**config.mk**
```make
export PLATFORM = sky130hd
export DESIGN_NAME = rsc_reset_ctrl
export DESIGN_NICKNAME = d
export VERILOG_FILES = /design/src/verilog/rsc_sync2.v /design/src/verilog/rsc_reset_ctrl.v
export VERILOG_INCLUDE_DIRS = /design/src /design/src/pkg
export SDC_FILE = /design/constraint.sdc
export NUM_CORES = 1
export LEC_CHECK = 0
export ABC_CLOCK_PERIOD_IN_PS = 2730
export BUFFER_PORTS_ARGS = -buffer_cell sky130_fd_sc_hd__buf_2
export CELL_PAD_IN_SITES_DETAIL_PLACEMENT = 1
export CELL_PAD_IN_SITES_GLOBAL_PLACEMENT = 1
export CORE_MARGIN = 2
export CORE_UTILIZATION = 30
export CTS_CLUSTER_SIZE = 8
export DETAILED_ROUTE_END_ITERATION = 8
export PLACE_DENSITY_LB_ADDON = 0.2
export REMOVE_ABC_BUFFERS = 1
export SLEW_MARGIN = 20
export SYNTH_ARGS = -nofsm -noshare
export SYNTH_HDL_FRONTEND = slang
export SYNTH_HIERARCHICAL = 1
export SYNTH_SLANG_ARGS = --single-unit
```
**constraint.sdc**
```tcl
create_clock -name clk_in -period 2.73 [get_ports clk_in]
set_clock_uncertainty 0.1 [all_clocks]
set_input_delay 0 -clock clk_in [delete_from_list [all_inputs] [get_ports clk_in]]
set_output_delay 0 -clock clk_in [all_outputs]
set_load 0.005 [all_outputs]
```
**src/pkg/rsc_regs.vh**
```
// Purpose: Constants for the reset source controller.
// Assumes: 125 MHz system clock on clk_in.
// Notes:   Included by the reset source controller design files.
`ifndef RSC_REGS_VH
`define RSC_REGS_VH

`define RSC_CLK_MHZ        125
`define RSC_PIN_MIN_NS     10000
`define RSC_PIN_MIN_CYC    ((`RSC_PIN_MIN_NS * `RSC_CLK_MHZ + 999) / 1000)
`define RSC_VEC_LO_ADDR    16'h0000
`define RSC_VEC_HI_ADDR    16'h0001
`define RSC_ILLEGAL_OP     8'hff
`define RSC_NSRC           7
`define RSC_SRC_PIN        0
`define RSC_SRC_WDT        1
`define RSC_SRC_POR        2
`define RSC_SRC_LVD        3
`define RSC_SRC_ILL        4
`define RSC_SRC_PAR        5
`define RSC_SRC_IMA        6
`define RSC_PROC_CYC       16

`endif

```
**src/verilog/rsc_sync2.v**
```verilog
// Purpose: Two flip-flop synchroniser for one level.
// Assumes: Single clock clk_in.
// Notes:   Stage one is read only by stage two.
`timescale 1ns/1ps
module rsc_sync2 #(
   parameter RESET_VAL = 1'b0
) (
   // Clock and reset
   input  wire clk_in,
   input  wire rst_in,
   // Data
   input  wire d_in,
   output wire q_out
);
   reg s1_q;
   reg s2_q;

   always @(posedge clk_in) begin
      if (rst_in) begin
         s1_q <= RESET_VAL;
         s2_q <= RESET_VAL;
      end else begin
         s1_q <= d_in;
         s2_q <= s1_q;
      end
   end

   assign q_out = s2_q;
endmodule // rsc_sync2

```
**src/verilog/rsc_reset_ctrl.v**
```verilog
// Purpose: Combine seven reset sources into one system reset.
// Assumes: Sources asynchronous to clk_in; rst_in is power-up only.
// Notes:   Pin reset counts only after it has stood low 10 us.
`timescale 1ns/1ps
`include "rsc_regs.vh"
module rsc_reset_ctrl #(
   parameter PIN_MIN_CYC = `RSC_PIN_MIN_CYC,
   parameter PROC_CYC    = `RSC_PROC_CYC,
   parameter NPORT       = 8
) (
   // Clock and reset
   input  wire             clk_in,
   input  wire             rst_in,
   // Reset sources
   input  wire             reset_pin_n_in,
   input  wire             wdt_overflow_in,
   input  wire             por_detect_in,
   input  wire             lvd_detect_in,
   input  wire             parity_err_in,
   input  wire             illegal_access_in,
   // Instruction monitor
   input  wire             exec_valid_in,
   input  wire [7:0]       exec_opcode_in,
   input  wire             debug_mode_in,
   // Software control of the reset-output pin
   input  wire             rout_set_high_in,
   // External clock inputs
   input  wire             ext_main_clk_in,
   input  wire             ext_sub_clk_in,
   // System reset and per-unit resets
   output reg              sys_reset_out,
   output reg              wdt_reset_out,
   output reg              lvd_reset_out,
   output reg              sfr_init_out,
   output reg  [15:0]      vector_addr_out,
   output reg              vector_fetch_out,
   output reg  [`RSC_NSRC-1:0] cause_out,
   // Oscillator enables
   output reg              main_crystal_en_out,
   output reg              sub_crystal_en_out,
   output reg              fast_osc_en_out,
   output reg              slow_osc_en_out,
   output reg              clk_sel_fast_out,
   output reg              ext_main_clk_out,
   output reg              ext_sub_clk_out,
   // Port pins (enable low means driving)
   output reg              pullup_port_pin_pu_out,
   output reg              reset_out_port_pin_out,
   output reg              reset_out_port_pin_oe_n_out,
   output reg  [NPORT-1:0] port_oe_n_out
);
   // ------------------------------------------------------------
   // Input synchronisers
   // ------------------------------------------------------------
   wire [5:0] raw_w;
   wire [5:0] syn_w;
   wire       pin_n_w;
   wire       dbg_w;

   assign raw_w = {illegal_access_in, parity_err_in, lvd_detect_in,
                   por_detect_in, wdt_overflow_in, debug_mode_in};

   rsc_sync2 #(.RESET_VAL(1'b0)) u_pin (
      .clk_in (clk_in),
      .rst_in (rst_in),
      .d_in   (reset_pin_n_in),
      .q_out  (pin_n_w)
   );

   genvar gi;
   generate
      for (gi = 0; gi < 6; gi = gi + 1) begin : g_sync
         rsc_sync2 #(.RESET_VAL(1'b0)) u_s (
            .clk_in (clk_in),
            .rst_in (rst_in),
            .d_in   (raw_w[gi]),
            .q_out  (syn_w[gi])
         );
      end
   endgenerate

   assign dbg_w = syn_w[0];

   // ------------------------------------------------------------
   // Pin low-time qualifier
   // ------------------------------------------------------------
   // Glitches shorter than the minimum are ignored, so a board
   // that honours the 10 us low time always gets a reset.
   reg [15:0] pin_cnt_q;
   reg        pin_rst_q;

   always @(posedge clk_in) begin
      if (rst_in) begin
         pin_cnt_q <= 16'h0000;
         pin_rst_q <= 1'b0;
      end else if (pin_n_w) begin
         pin_cnt_q <= 16'h0000;
         pin_rst_q <= 1'b0;
      end else if (pin_cnt_q >= PIN_MIN_CYC[15:0] - 16'h0001) begin
         pin_rst_q <= 1'b1;
      end else begin
         pin_cnt_q <= pin_cnt_q + 16'h0001;
      end
   end

   // ------------------------------------------------------------
   // Illegal instruction detect
   // ------------------------------------------------------------
   reg ill_q;

   always @(posedge clk_in) begin
      if (rst_in)
         ill_q <= 1'b0;
      else if (sys_reset_out)
         ill_q <= 1'b0;
      else if (exec_valid_in && !dbg_w &&
               exec_opcode_in == `RSC_ILLEGAL_OP)
         ill_q <= 1'b1;
   end

   // ------------------------------------------------------------
   // Source combine
   // ------------------------------------------------------------
   reg  [`RSC_NSRC-1:0] src_w;
   always @* begin
      src_w = {`RSC_NSRC{1'b0}};
      src_w[`RSC_SRC_PIN] = pin_rst_q;
      src_w[`RSC_SRC_WDT] = syn_w[1];
      src_w[`RSC_SRC_POR] = syn_w[2];
      src_w[`RSC_SRC_LVD] = syn_w[3];
      src_w[`RSC_SRC_ILL] = ill_q;
      src_w[`RSC_SRC_PAR] = syn_w[4];
      src_w[`RSC_SRC_IMA] = syn_w[5];
   end

   wire any_src_w = |src_w;

   // ------------------------------------------------------------
   // Reset sequencer
   // ------------------------------------------------------------
   localparam ST_RUN  = 3'b001;
   localparam ST_HOLD = 3'b010;
   localparam ST_PROC = 3'b100;

   reg [2:0]  st_q;
   reg [15:0] proc_cnt_q;
   reg        float_q;
   reg        rout_hi_q;

   always @(posedge clk_in) begin
      if (rst_in) begin
         st_q        <= ST_HOLD;
         proc_cnt_q  <= 16'h0000;
         cause_out   <= {`RSC_NSRC{1'b0}};
         float_q     <= 1'b1;
         rout_hi_q   <= 1'b0;
         vector_fetch_out <= 1'b0;
      end else begin
         vector_fetch_out <= 1'b0;
         if (rout_set_high_in && st_q == ST_RUN)
            rout_hi_q <= 1'b1;
         case (st_q)
            ST_RUN: begin
               if (any_src_w) begin
                  st_q      <= ST_HOLD;
                  cause_out <= src_w;
                  rout_hi_q <= 1'b0;
                  float_q   <= src_w[`RSC_SRC_PIN] |
                               src_w[`RSC_SRC_POR];
               end
            end
            ST_HOLD: begin
               cause_out <= cause_out | src_w;
               rout_hi_q <= 1'b0;
               if (src_w[`RSC_SRC_PIN] | src_w[`RSC_SRC_POR])
                  float_q <= 1'b1;
               // The pin synchroniser resets to the asserted level, so hold
               // also spans its latency after rst_in and a pin held low.
               if (!any_src_w && pin_n_w) begin
                  st_q       <= ST_PROC;
                  proc_cnt_q <= 16'h0000;
               end
            end
            ST_PROC: begin
               float_q <= 1'b0;
               if (any_src_w)
                  st_q <= ST_HOLD;
               else if (proc_cnt_q >= PROC_CYC[15:0] - 16'h0001) begin
                  st_q             <= ST_RUN;
                  vector_fetch_out <= 1'b1;
               end else
                  proc_cnt_q <= proc_cnt_q + 16'h0001;
            end
            default: st_q <= ST_HOLD;
         endcase
      end
   end

   // ------------------------------------------------------------
   // Registered outputs
   // ------------------------------------------------------------
   // The voltage detector keeps its state when it caused the reset,
   // so its own reset comes only from the other sources.
   wire in_reset_w = (st_q != ST_RUN);

   always @(posedge clk_in) begin
      if (rst_in) begin
         sys_reset_out        <= 1'b1;
         wdt_reset_out        <= 1'b1;
         lvd_reset_out        <= 1'b1;
         sfr_init_out         <= 1'b1;
         vector_addr_out      <= `RSC_VEC_LO_ADDR;
         main_crystal_en_out  <= 1'b0;
         sub_crystal_en_out   <= 1'b0;
         fast_osc_en_out      <= 1'b0;
         slow_osc_en_out      <= 1'b0;
         clk_sel_fast_out     <= 1'b1;
         ext_main_clk_out     <= 1'b0;
         ext_sub_clk_out      <= 1'b0;
         pullup_port_pin_pu_out      <= 1'b0;
         reset_out_port_pin_out      <= 1'b0;
         reset_out_port_pin_oe_n_out <= 1'b0;
         port_oe_n_out        <= {NPORT{1'b1}};
      end else begin
         sys_reset_out   <= in_reset_w;
         sfr_init_out    <= st_q == ST_HOLD;
         wdt_reset_out   <= st_q == ST_HOLD;
         lvd_reset_out   <= (st_q == ST_HOLD) &&
                            !cause_out[`RSC_SRC_LVD] &&
                            !src_w[`RSC_SRC_LVD];
         vector_addr_out <= `RSC_VEC_LO_ADDR;
         main_crystal_en_out <= 1'b0;
         sub_crystal_en_out  <= 1'b0;
         slow_osc_en_out     <= !in_reset_w;
         fast_osc_en_out     <= st_q != ST_HOLD;
         clk_sel_fast_out    <= 1'b1;
         ext_main_clk_out <= !in_reset_w & ext_main_clk_in;
         ext_sub_clk_out  <= !in_reset_w & ext_sub_clk_in;
         pullup_port_pin_pu_out <= !(in_reset_w && float_q);
         reset_out_port_pin_out <= rout_hi_q & !in_reset_w;
         reset_out_port_pin_oe_n_out <= 1'b0;
         port_oe_n_out <= {NPORT{1'b1}};
      end
   end
endmodule // rsc_reset_ctrl

```
==> run_results.csv, run 1 <==
group,metric,value,unit
finish,post-route-util,36.7,%
run_status,status,"finished, final reports clean",
worst_setup_path,critical_path_class,"flip-flop to flip-flop",
yosys,synth.distinct_cells,42,
yosys,synth_largest_area_cell,"dfxtp_1",
power_and_ir_drop,p_per_area,590,nW/um^2
sta,fmax,444,MHz
routing,first_pass_iters,4,
finish,final_common_cell,"dfxtp_1",
clocking,numClockSinks,70,
clocking,cts-resized-gates,0,
routing,wl_per_cell,12.5,um
yosys,synth_top_area_share,49.8,%
worst_setup_path,slowest_delay,0.57,ns
routing,route.detailed.drc,0,
worst_setup_path,path_cells,"inv_1 -> ha_1 -> nor4_2 -> a21boi_1 -> o31a_1 -> or4_1 -> a21oi_1",
hold_path,hold_class,"primary input to flip-flop",
routing,vias,2240,
clocking,clkTransAtPathRegs,0.07,ns
worst_setup_path,critPathMaxFanout,19,
clocking,cts_made_buffers,9,
hold_path,hp-start,"parity_err_in",
power_and_ir_drop,clockPowerShare,40.7,%
yosys,synthCells,303,
yosys,yosys-top-cells-area,"dfxtp_1, buf_4, nor2_1",
sta,hold_viol_final,0,
clocking,cts_buffer_depth,2,
finish,fin_nets,386,
worst_setup_path,path_buf_inv,1,
floorplanning,ios,67,
sta,setup-tns-final,0,ns
yosys,ys_ff_latch,70,
run,drv_cap,0,
floorplanning,row_count,35,
yosys,ys_seq_area_share,49.8,%
worst_setup_path,cp-startpoint,"pin_cnt_q[1]$_SDFFE_PP0N_",
clocking,tritoncts,"yes",
power_and_ir_drop,p_int,1.52,mW
global_routing,overflow,0,
power_and_ir_drop,peakVddDrop,0.000211,V
worst_setup_path,slowest_stage,"or4_1",
routing,first_iter_violations,82,
worst_setup_path,critPathCaptureType,"flip-flop",
floorplanning,core-area,9150,sq um
floorplanning,initial_utilization,30.7,%
yosys,synth_warnings,6,
yosys,avgSynthCellArea,9.28,sq um
worst_setup_path,r2r-start,"pin_cnt_q[1]$_SDFFE_PP0N_",
finish,areaGrowthSynthToFinish,19.4,%
place,hpwl,4130,um
sta,post-route-period-util,82.5,%
yosys,synthesis.area,2810,sq um
global_routing,grt_usage,12.6,%
power_and_ir_drop,p_seq_share,53.2,%
clocking,clk_latency,0.34,ns
power_and_ir_drop,p_leak,1.40,nW
routing,routed_via_density,4.71,
sta,slew_violations,0,
floorplanning,fp.dieH,101,um
global_routing,grt_max_degree,20,
floorplanning,die_w,101,um
place,port_buffers,38,
sta,finalCriticalPeriod,2.25,ns
finish,most-common-layout-cells,"dfxtp_1, buf_2, nor2_1, conb_1, a21oi_1",
worst_setup_path,start_kind,"flip-flop",
routing,ant_nets,0,
global_routing,grt_pass1_vias,2161,
place,place_congestion,0.746,
sta,rsz0062_at_grt,"false",
power_and_ir_drop,switchingPower,0.467,mW
sta,worst_pin_slew,0.635,ns
worst_setup_path,cp_top_family,"compound AO/OA/AOI/OAI gates",
power_and_ir_drop,power,1.98,mW
clocking,holdBufCountCts,16,
power_and_ir_drop,sw_frac_of_total,23.5,%
clocking,ctsHtreeMaxLevel,3,
finish,n_antenna_cell,0,
routing,wl,5950,um
power_and_ir_drop,pwr-share-comb,6.1,%
finish,final_layout_size_suffix_gt1_share,17.3,%
worst_setup_path,critPathArrivalTime,2.43,ns
global_routing,grt_pass1_wl,9960,um
global_routing,antenna_found_initial,0,
clocking,postCtsSetupBuffers,0,
clocking,cts_root_buf,"clkbuf_8",
floorplanning,die_area,10200,sq um
sta,slew_headroom,57.7,%
worst_setup_path,required,2.90,ns
sta,setup_violations,0,
worst min-delay path, cell delays in order:
cell and delay, ns:
dlygate4sd3_1 0.52, buf_2 0.09, nor2b_1 0.10
per-stage QoR:
stage                     instance area (sq um)  setup slack, ns  instances  hold slack (ns)
after floorplan                            2650            0.716        292          -0.0309
after global placement                     3010            0.578        445            0.101
after detailed placement                   3010            0.500        445            0.108
after CTS                                  3360            0.478        476            0.286
after global routing                       3360            0.308        476            0.325
final                                      3360            0.477        476            0.303
synthesized netlist by cell type, drive strengths merged:
cell type	instances
o31a	2
a31oi	4
nor2	28
nor3	6
and2	15
buf	31
inv	8
a22oi	8
a21o	1
nor4	7
nand3	9
or3	5
o31ai	5
and3	5
ha	4
xnor2	1
nand4	7
a21boi	2
or2	2
nand4b	1
a21bo	1
dfxtp	70
nor4bb	1
clkbuf	6
and4	1
a21oi	18
o21a	2
nor2b	14
o21ai	11
a41oi	2
conb	2
nand2b	1
o32ai	1
or4	4
o21bai	1
nor3b	6
nand2	11
final timing paths:
| path | end | slack (ns) | cells past startpoint |
|---|---|---|---|
| max | pin_cnt_q[9]$_SDFFE_PP0N_ | 0.48 | 7 |
| min | g_sync[4].u_s/s1_q$_SDFF_PP0_ | 0.30 | 3 |
| max reg2reg | pin_cnt_q[9]$_SDFFE_PP0N_ | 0.48 | 7 |
| min reg2reg | ill_q$_SDFFE_PP0P_ | 0.33 | 1 |
final cells by class:
cell class / instances / area (sq um)
fillers: 1066 / 5790
flip-flops and latches: 70 / 1400
multi-input cells: 214 / 1220
repair buffers: 58 / 380
well taps: 111 / 139
clock buffers: 9 / 124
clock inverters: 6 / 62.6
inverters: 8 / 30.0
per-layer routing:
layer,global-route usage [%],vias to the layer above,part of all wire [%]
li1,-,1119,-
met1,16.3,1064,49
met2,19.7,49,45
met3,2.84,8,3.8
met4,6.32,0,1.8
met5,0,-,0
cells by family after synthesis:
group           after synthesis  synth area share (%)
simple gates                123                  24.6
flops                        70                  49.8
compound gates               58                  13.0
buf+inv                      45                  10.2
fa+ha+maj                     4                  1.78
other cells                   2                 0.267
xor+xnor                      1                 0.311
flip-flops by register name (all words and copies together), names as in the netlist, 3 cells and up:
name / flops
g_sync.u_s/s1_q: 6
cause_out: 7
st_q: 3
pin_cnt_q: 16
proc_cnt_q: 16
g_sync.u_s/q_out: 6
power groups by stage:
stage               Combinational (mW)  Clock (mW)  Sequential [mW]
floorplan                       0.0587           0             1.08
global placement                 0.104           0             1.08
detailed placement               0.106           0             1.08
CTS                              0.123       0.837             1.05
global route                     0.140       0.874             1.06
finish                           0.122       0.806             1.05
(Power assumes the default switching activity.)
==> run 2: changes to the inputs <==
--- a/config.mk
+++ b/config.mk
@@ -6,7 +6,8 @@
 export SDC_FILE = /design/constraint.sdc
 export NUM_CORES = 1
 export LEC_CHECK = 0
-export ABC_CLOCK_PERIOD_IN_PS = 2730
+export ABC_AREA = 1
+export ABC_CLOCK_PERIOD_IN_PS = 2200
 export BUFFER_PORTS_ARGS = -buffer_cell sky130_fd_sc_hd__buf_2
 export CELL_PAD_IN_SITES_DETAIL_PLACEMENT = 1
 export CELL_PAD_IN_SITES_GLOBAL_PLACEMENT = 1
==> constraint.sdc (replaced) <==
create_clock -name clk_in -period 2.2 [get_ports clk_in]
set_clock_uncertainty 0.1 [all_clocks]
set_input_delay 0 -clock clk_in [delete_from_list [all_inputs] [get_ports clk_in]]
set_output_delay 0 -clock clk_in [all_outputs]
set_load 0.005 [all_outputs]
==> run_results.csv, run 2 <==
group,metric,value,unit
clocking,postCtsSetupBuffers,0,
power_and_ir_drop,p_per_area,725,nW/um^2
floorplanning,core-area,9730,sq um
global_routing,overflow,0,
finish,post-route-util,36.4,%
yosys,yosysMostFrequentCell,"nand2_1",
worst_setup_path,critPathMaxFanout,1,
place,place_congestion,0.772,
clocking,cts_buffer_depth,2,
yosys,synth_edf_count,0,
sta,post-route-period-util,87.2,%
run_status,status,"finished, final reports clean",
finish,num-fill-cells,1258,
worst_setup_path,start_kind,"primary input",
floorplanning,row_count,36,
sta,finalCriticalPeriod,1.92,ns
global_routing,antenna_found_initial,0,
finish,final_common_cell,"nand2_1",
yosys,synth_common_cells,"nand2_1, dfxtp_1, nor2_1",
global_routing,grt_usage,12.6,%
clocking,tritoncts,"yes",
routing,first_pass_iters,4,
finish,fin_area,3540,sq um
place,dp_slack,0.405,ns
worst_setup_path,critPathArrivalTime,2.11,ns
sta,setup_violations,0,
sta,slew_violations,0,
yosys,synth_warnings,6,
finish,most-common-layout-cells,"nand2_1, dfxtp_1, nor2_1",
sta,rsz0062_at_grt,"false",
routing,wl,6410,um
routing,routed_via_density,4.19,
floorplanning,die_area,10800,sq um
routing,wl_per_cell,11.0,um
yosys,synthCells,388,
yosys,synthesis.area,3000,sq um
yosys,synthFlopType,"dfxtp_1",
sta,slew_headroom,65.9,%
yosys,synth_top_area_share,46.6,%
finish,fin_nets,469,
global_routing,grt_pass1_vias,2381,
place,hpwl,4600,um
worst_setup_path,required,2.39,ns
yosys,yosys-top-cells-area,"dfxtp_1, nand2_1, nor2_1",
place,port_buffers,38,
floorplanning,die_w,104,um
power_and_ir_drop,power,2.57,mW
clocking,ctsHtreeMaxLevel,3,
global_routing,grt_pass1_wl,11000,um
routing,route.detailed.drc,0,
yosys,synth.distinct_cells,32,
yosys,synth_largest_area_cell,"dfxtp_1",
sta,fmax,522,MHz
yosys,ys_ff_latch,70,
worst_setup_path,cpMostUsedCell,"dlygate4sd3_1",
worst_setup_path,critPathCaptureType,"flip-flop",
yosys,avgSynthCellArea,7.74,sq um
clocking,numClockSinks,70,
routing,ant_nets,0,
sta,setup-tns-final,0,ns
clocking,holdBufCountCts,15,
sta,fin_ws,0.283,ns
yosys,synthArstFlopShare,0,%
yosys,ys_seq_area_share,46.6,%
finish,final_layout_size_suffix_gt1_share,16.5,%
power_and_ir_drop,p_leak,1.58,nW
run,drv_cap,0,
clocking,cts-resized-gates,0,
clocking,clk_latency,0.35,ns
worst_setup_path,slowest_delay,0.57,ns
finish,n_antenna_cell,0,
global_routing,grt_max_degree,38,
worst_setup_path,critical_path_class,"primary input to flip-flop",
finish,reg_top3,"pin_cnt_q: 16 flops, proc_cnt_q: 16 flops, cause_out: 7 flops",
routing,vias,2437,
sta,hold_viol_final,0,
clocking,cts_made_buffers,9,
floorplanning,fp.dieH,104,um
finish,areaGrowthSynthToFinish,18.0,%
floorplanning,ios,67,
worst_setup_path,slowest_stage,"dlygate4sd3_1",
place,dpl_cell_area,3220,sq um
routing,first_iter_violations,46,
sta,worst_pin_slew,0.511,ns
floorplanning,initial_utilization,30.9,%
worst_setup_path,path_cells,"dlygate4sd3_1 -> buf_2 -> nand2_1 -> dlygate4sd3_1 -> nor3_1 -> dlygate4sd3_1 -> o21ai_0 -> nor2_1",
clocking,clkTransAtPathRegs,0.08,ns
power_and_ir_drop,peakVddDrop,0.000366,V
clocking,cts_root_buf,"clkbuf_8",
hold_path,hold_class,"primary input to flip-flop",
run 2: changes by cell type after synthesis, sizes merged, moves of 9 or more:
cell   change
nand2     +72
inv       +41
nor2      +37
nand3     +16
and2      -15
nor2b     -14
o21ai      -9
run 2: stage by stage:
step / std cells / hold WS [ns]
global placement: 551 / 0.0995
finish: 582 / 0.284
CTS: 582 / 0.264
floorplan: 377 / -0.0309
global route: 582 / 0.289
detailed placement: 551 / 0.112
run 2: report_power, final:
group	switching, mW	total [mW]	internal [mW]	leakage (nW)
Sequential	0.0368	1.36	1.32	0.569
Clock	0.512	0.921	0.410	0.0816
Combinational	0.176	0.292	0.116	0.934
run 2: worst max-delay path: cells and delay by family:
kind	cells	cell delay, ns
simple gates	3	0.29
compound gates	1	0.07
buf+inv	4	1.74
run 2: cell type report:
class                   instances  area [sq um]  share of cell area [%]
clock buffers                   9           124                    3.49
clock inverters                 7          50.0                    1.41
well taps                     133           166                    4.69
flip-flops and latches         70          1400                    39.5
multi-input cells             257          1250                    35.3
inverters                      50           188                    5.29
repair buffers                 56           363                    10.2
run 2: per-layer routing:
metal  part of all wire (%)  up-vias  wire [um]  GRT usage (%)
li1                       -     1253          -              -
met1                     44     1132       2840           14.5
met2                     50       38       3200           21.7
met3                    3.5       14        227           3.32
met4                    2.2        0        142           6.37
met5                      0        -          0              0
run 2: final timing paths:
path                            cells past startpoint                       from  slack, ns                      to
worst max-delay path                                8          exec_opcode_in[1]       0.28      ill_q$_SDFFE_PP0P_
worst max register to register                     10  pin_cnt_q[1]$_SDFFE_PP0N_       0.40  pin_rst_q$_SDFFE_PP0P_
worst min-delay path                                4             reset_pin_n_in       0.28   u_pin/s1_q$_SDFF_PP0_
worst min register to register                      2      u_pin/s1_q$_SDFF_PP0_       0.30  u_pin/q_out$_SDFF_PP0_
run 2: kinds of logic after synthesis:
logic type               synth area share, %
AND/OR/NAND/NOR                         29.8
buffers and inverters                   14.9
flip-flops                              46.6
AO/OA/AOI/OAI                           4.71
XOR/XNOR                                2.04
adder cells (fa/ha/maj)                 1.67
other                                  0.250
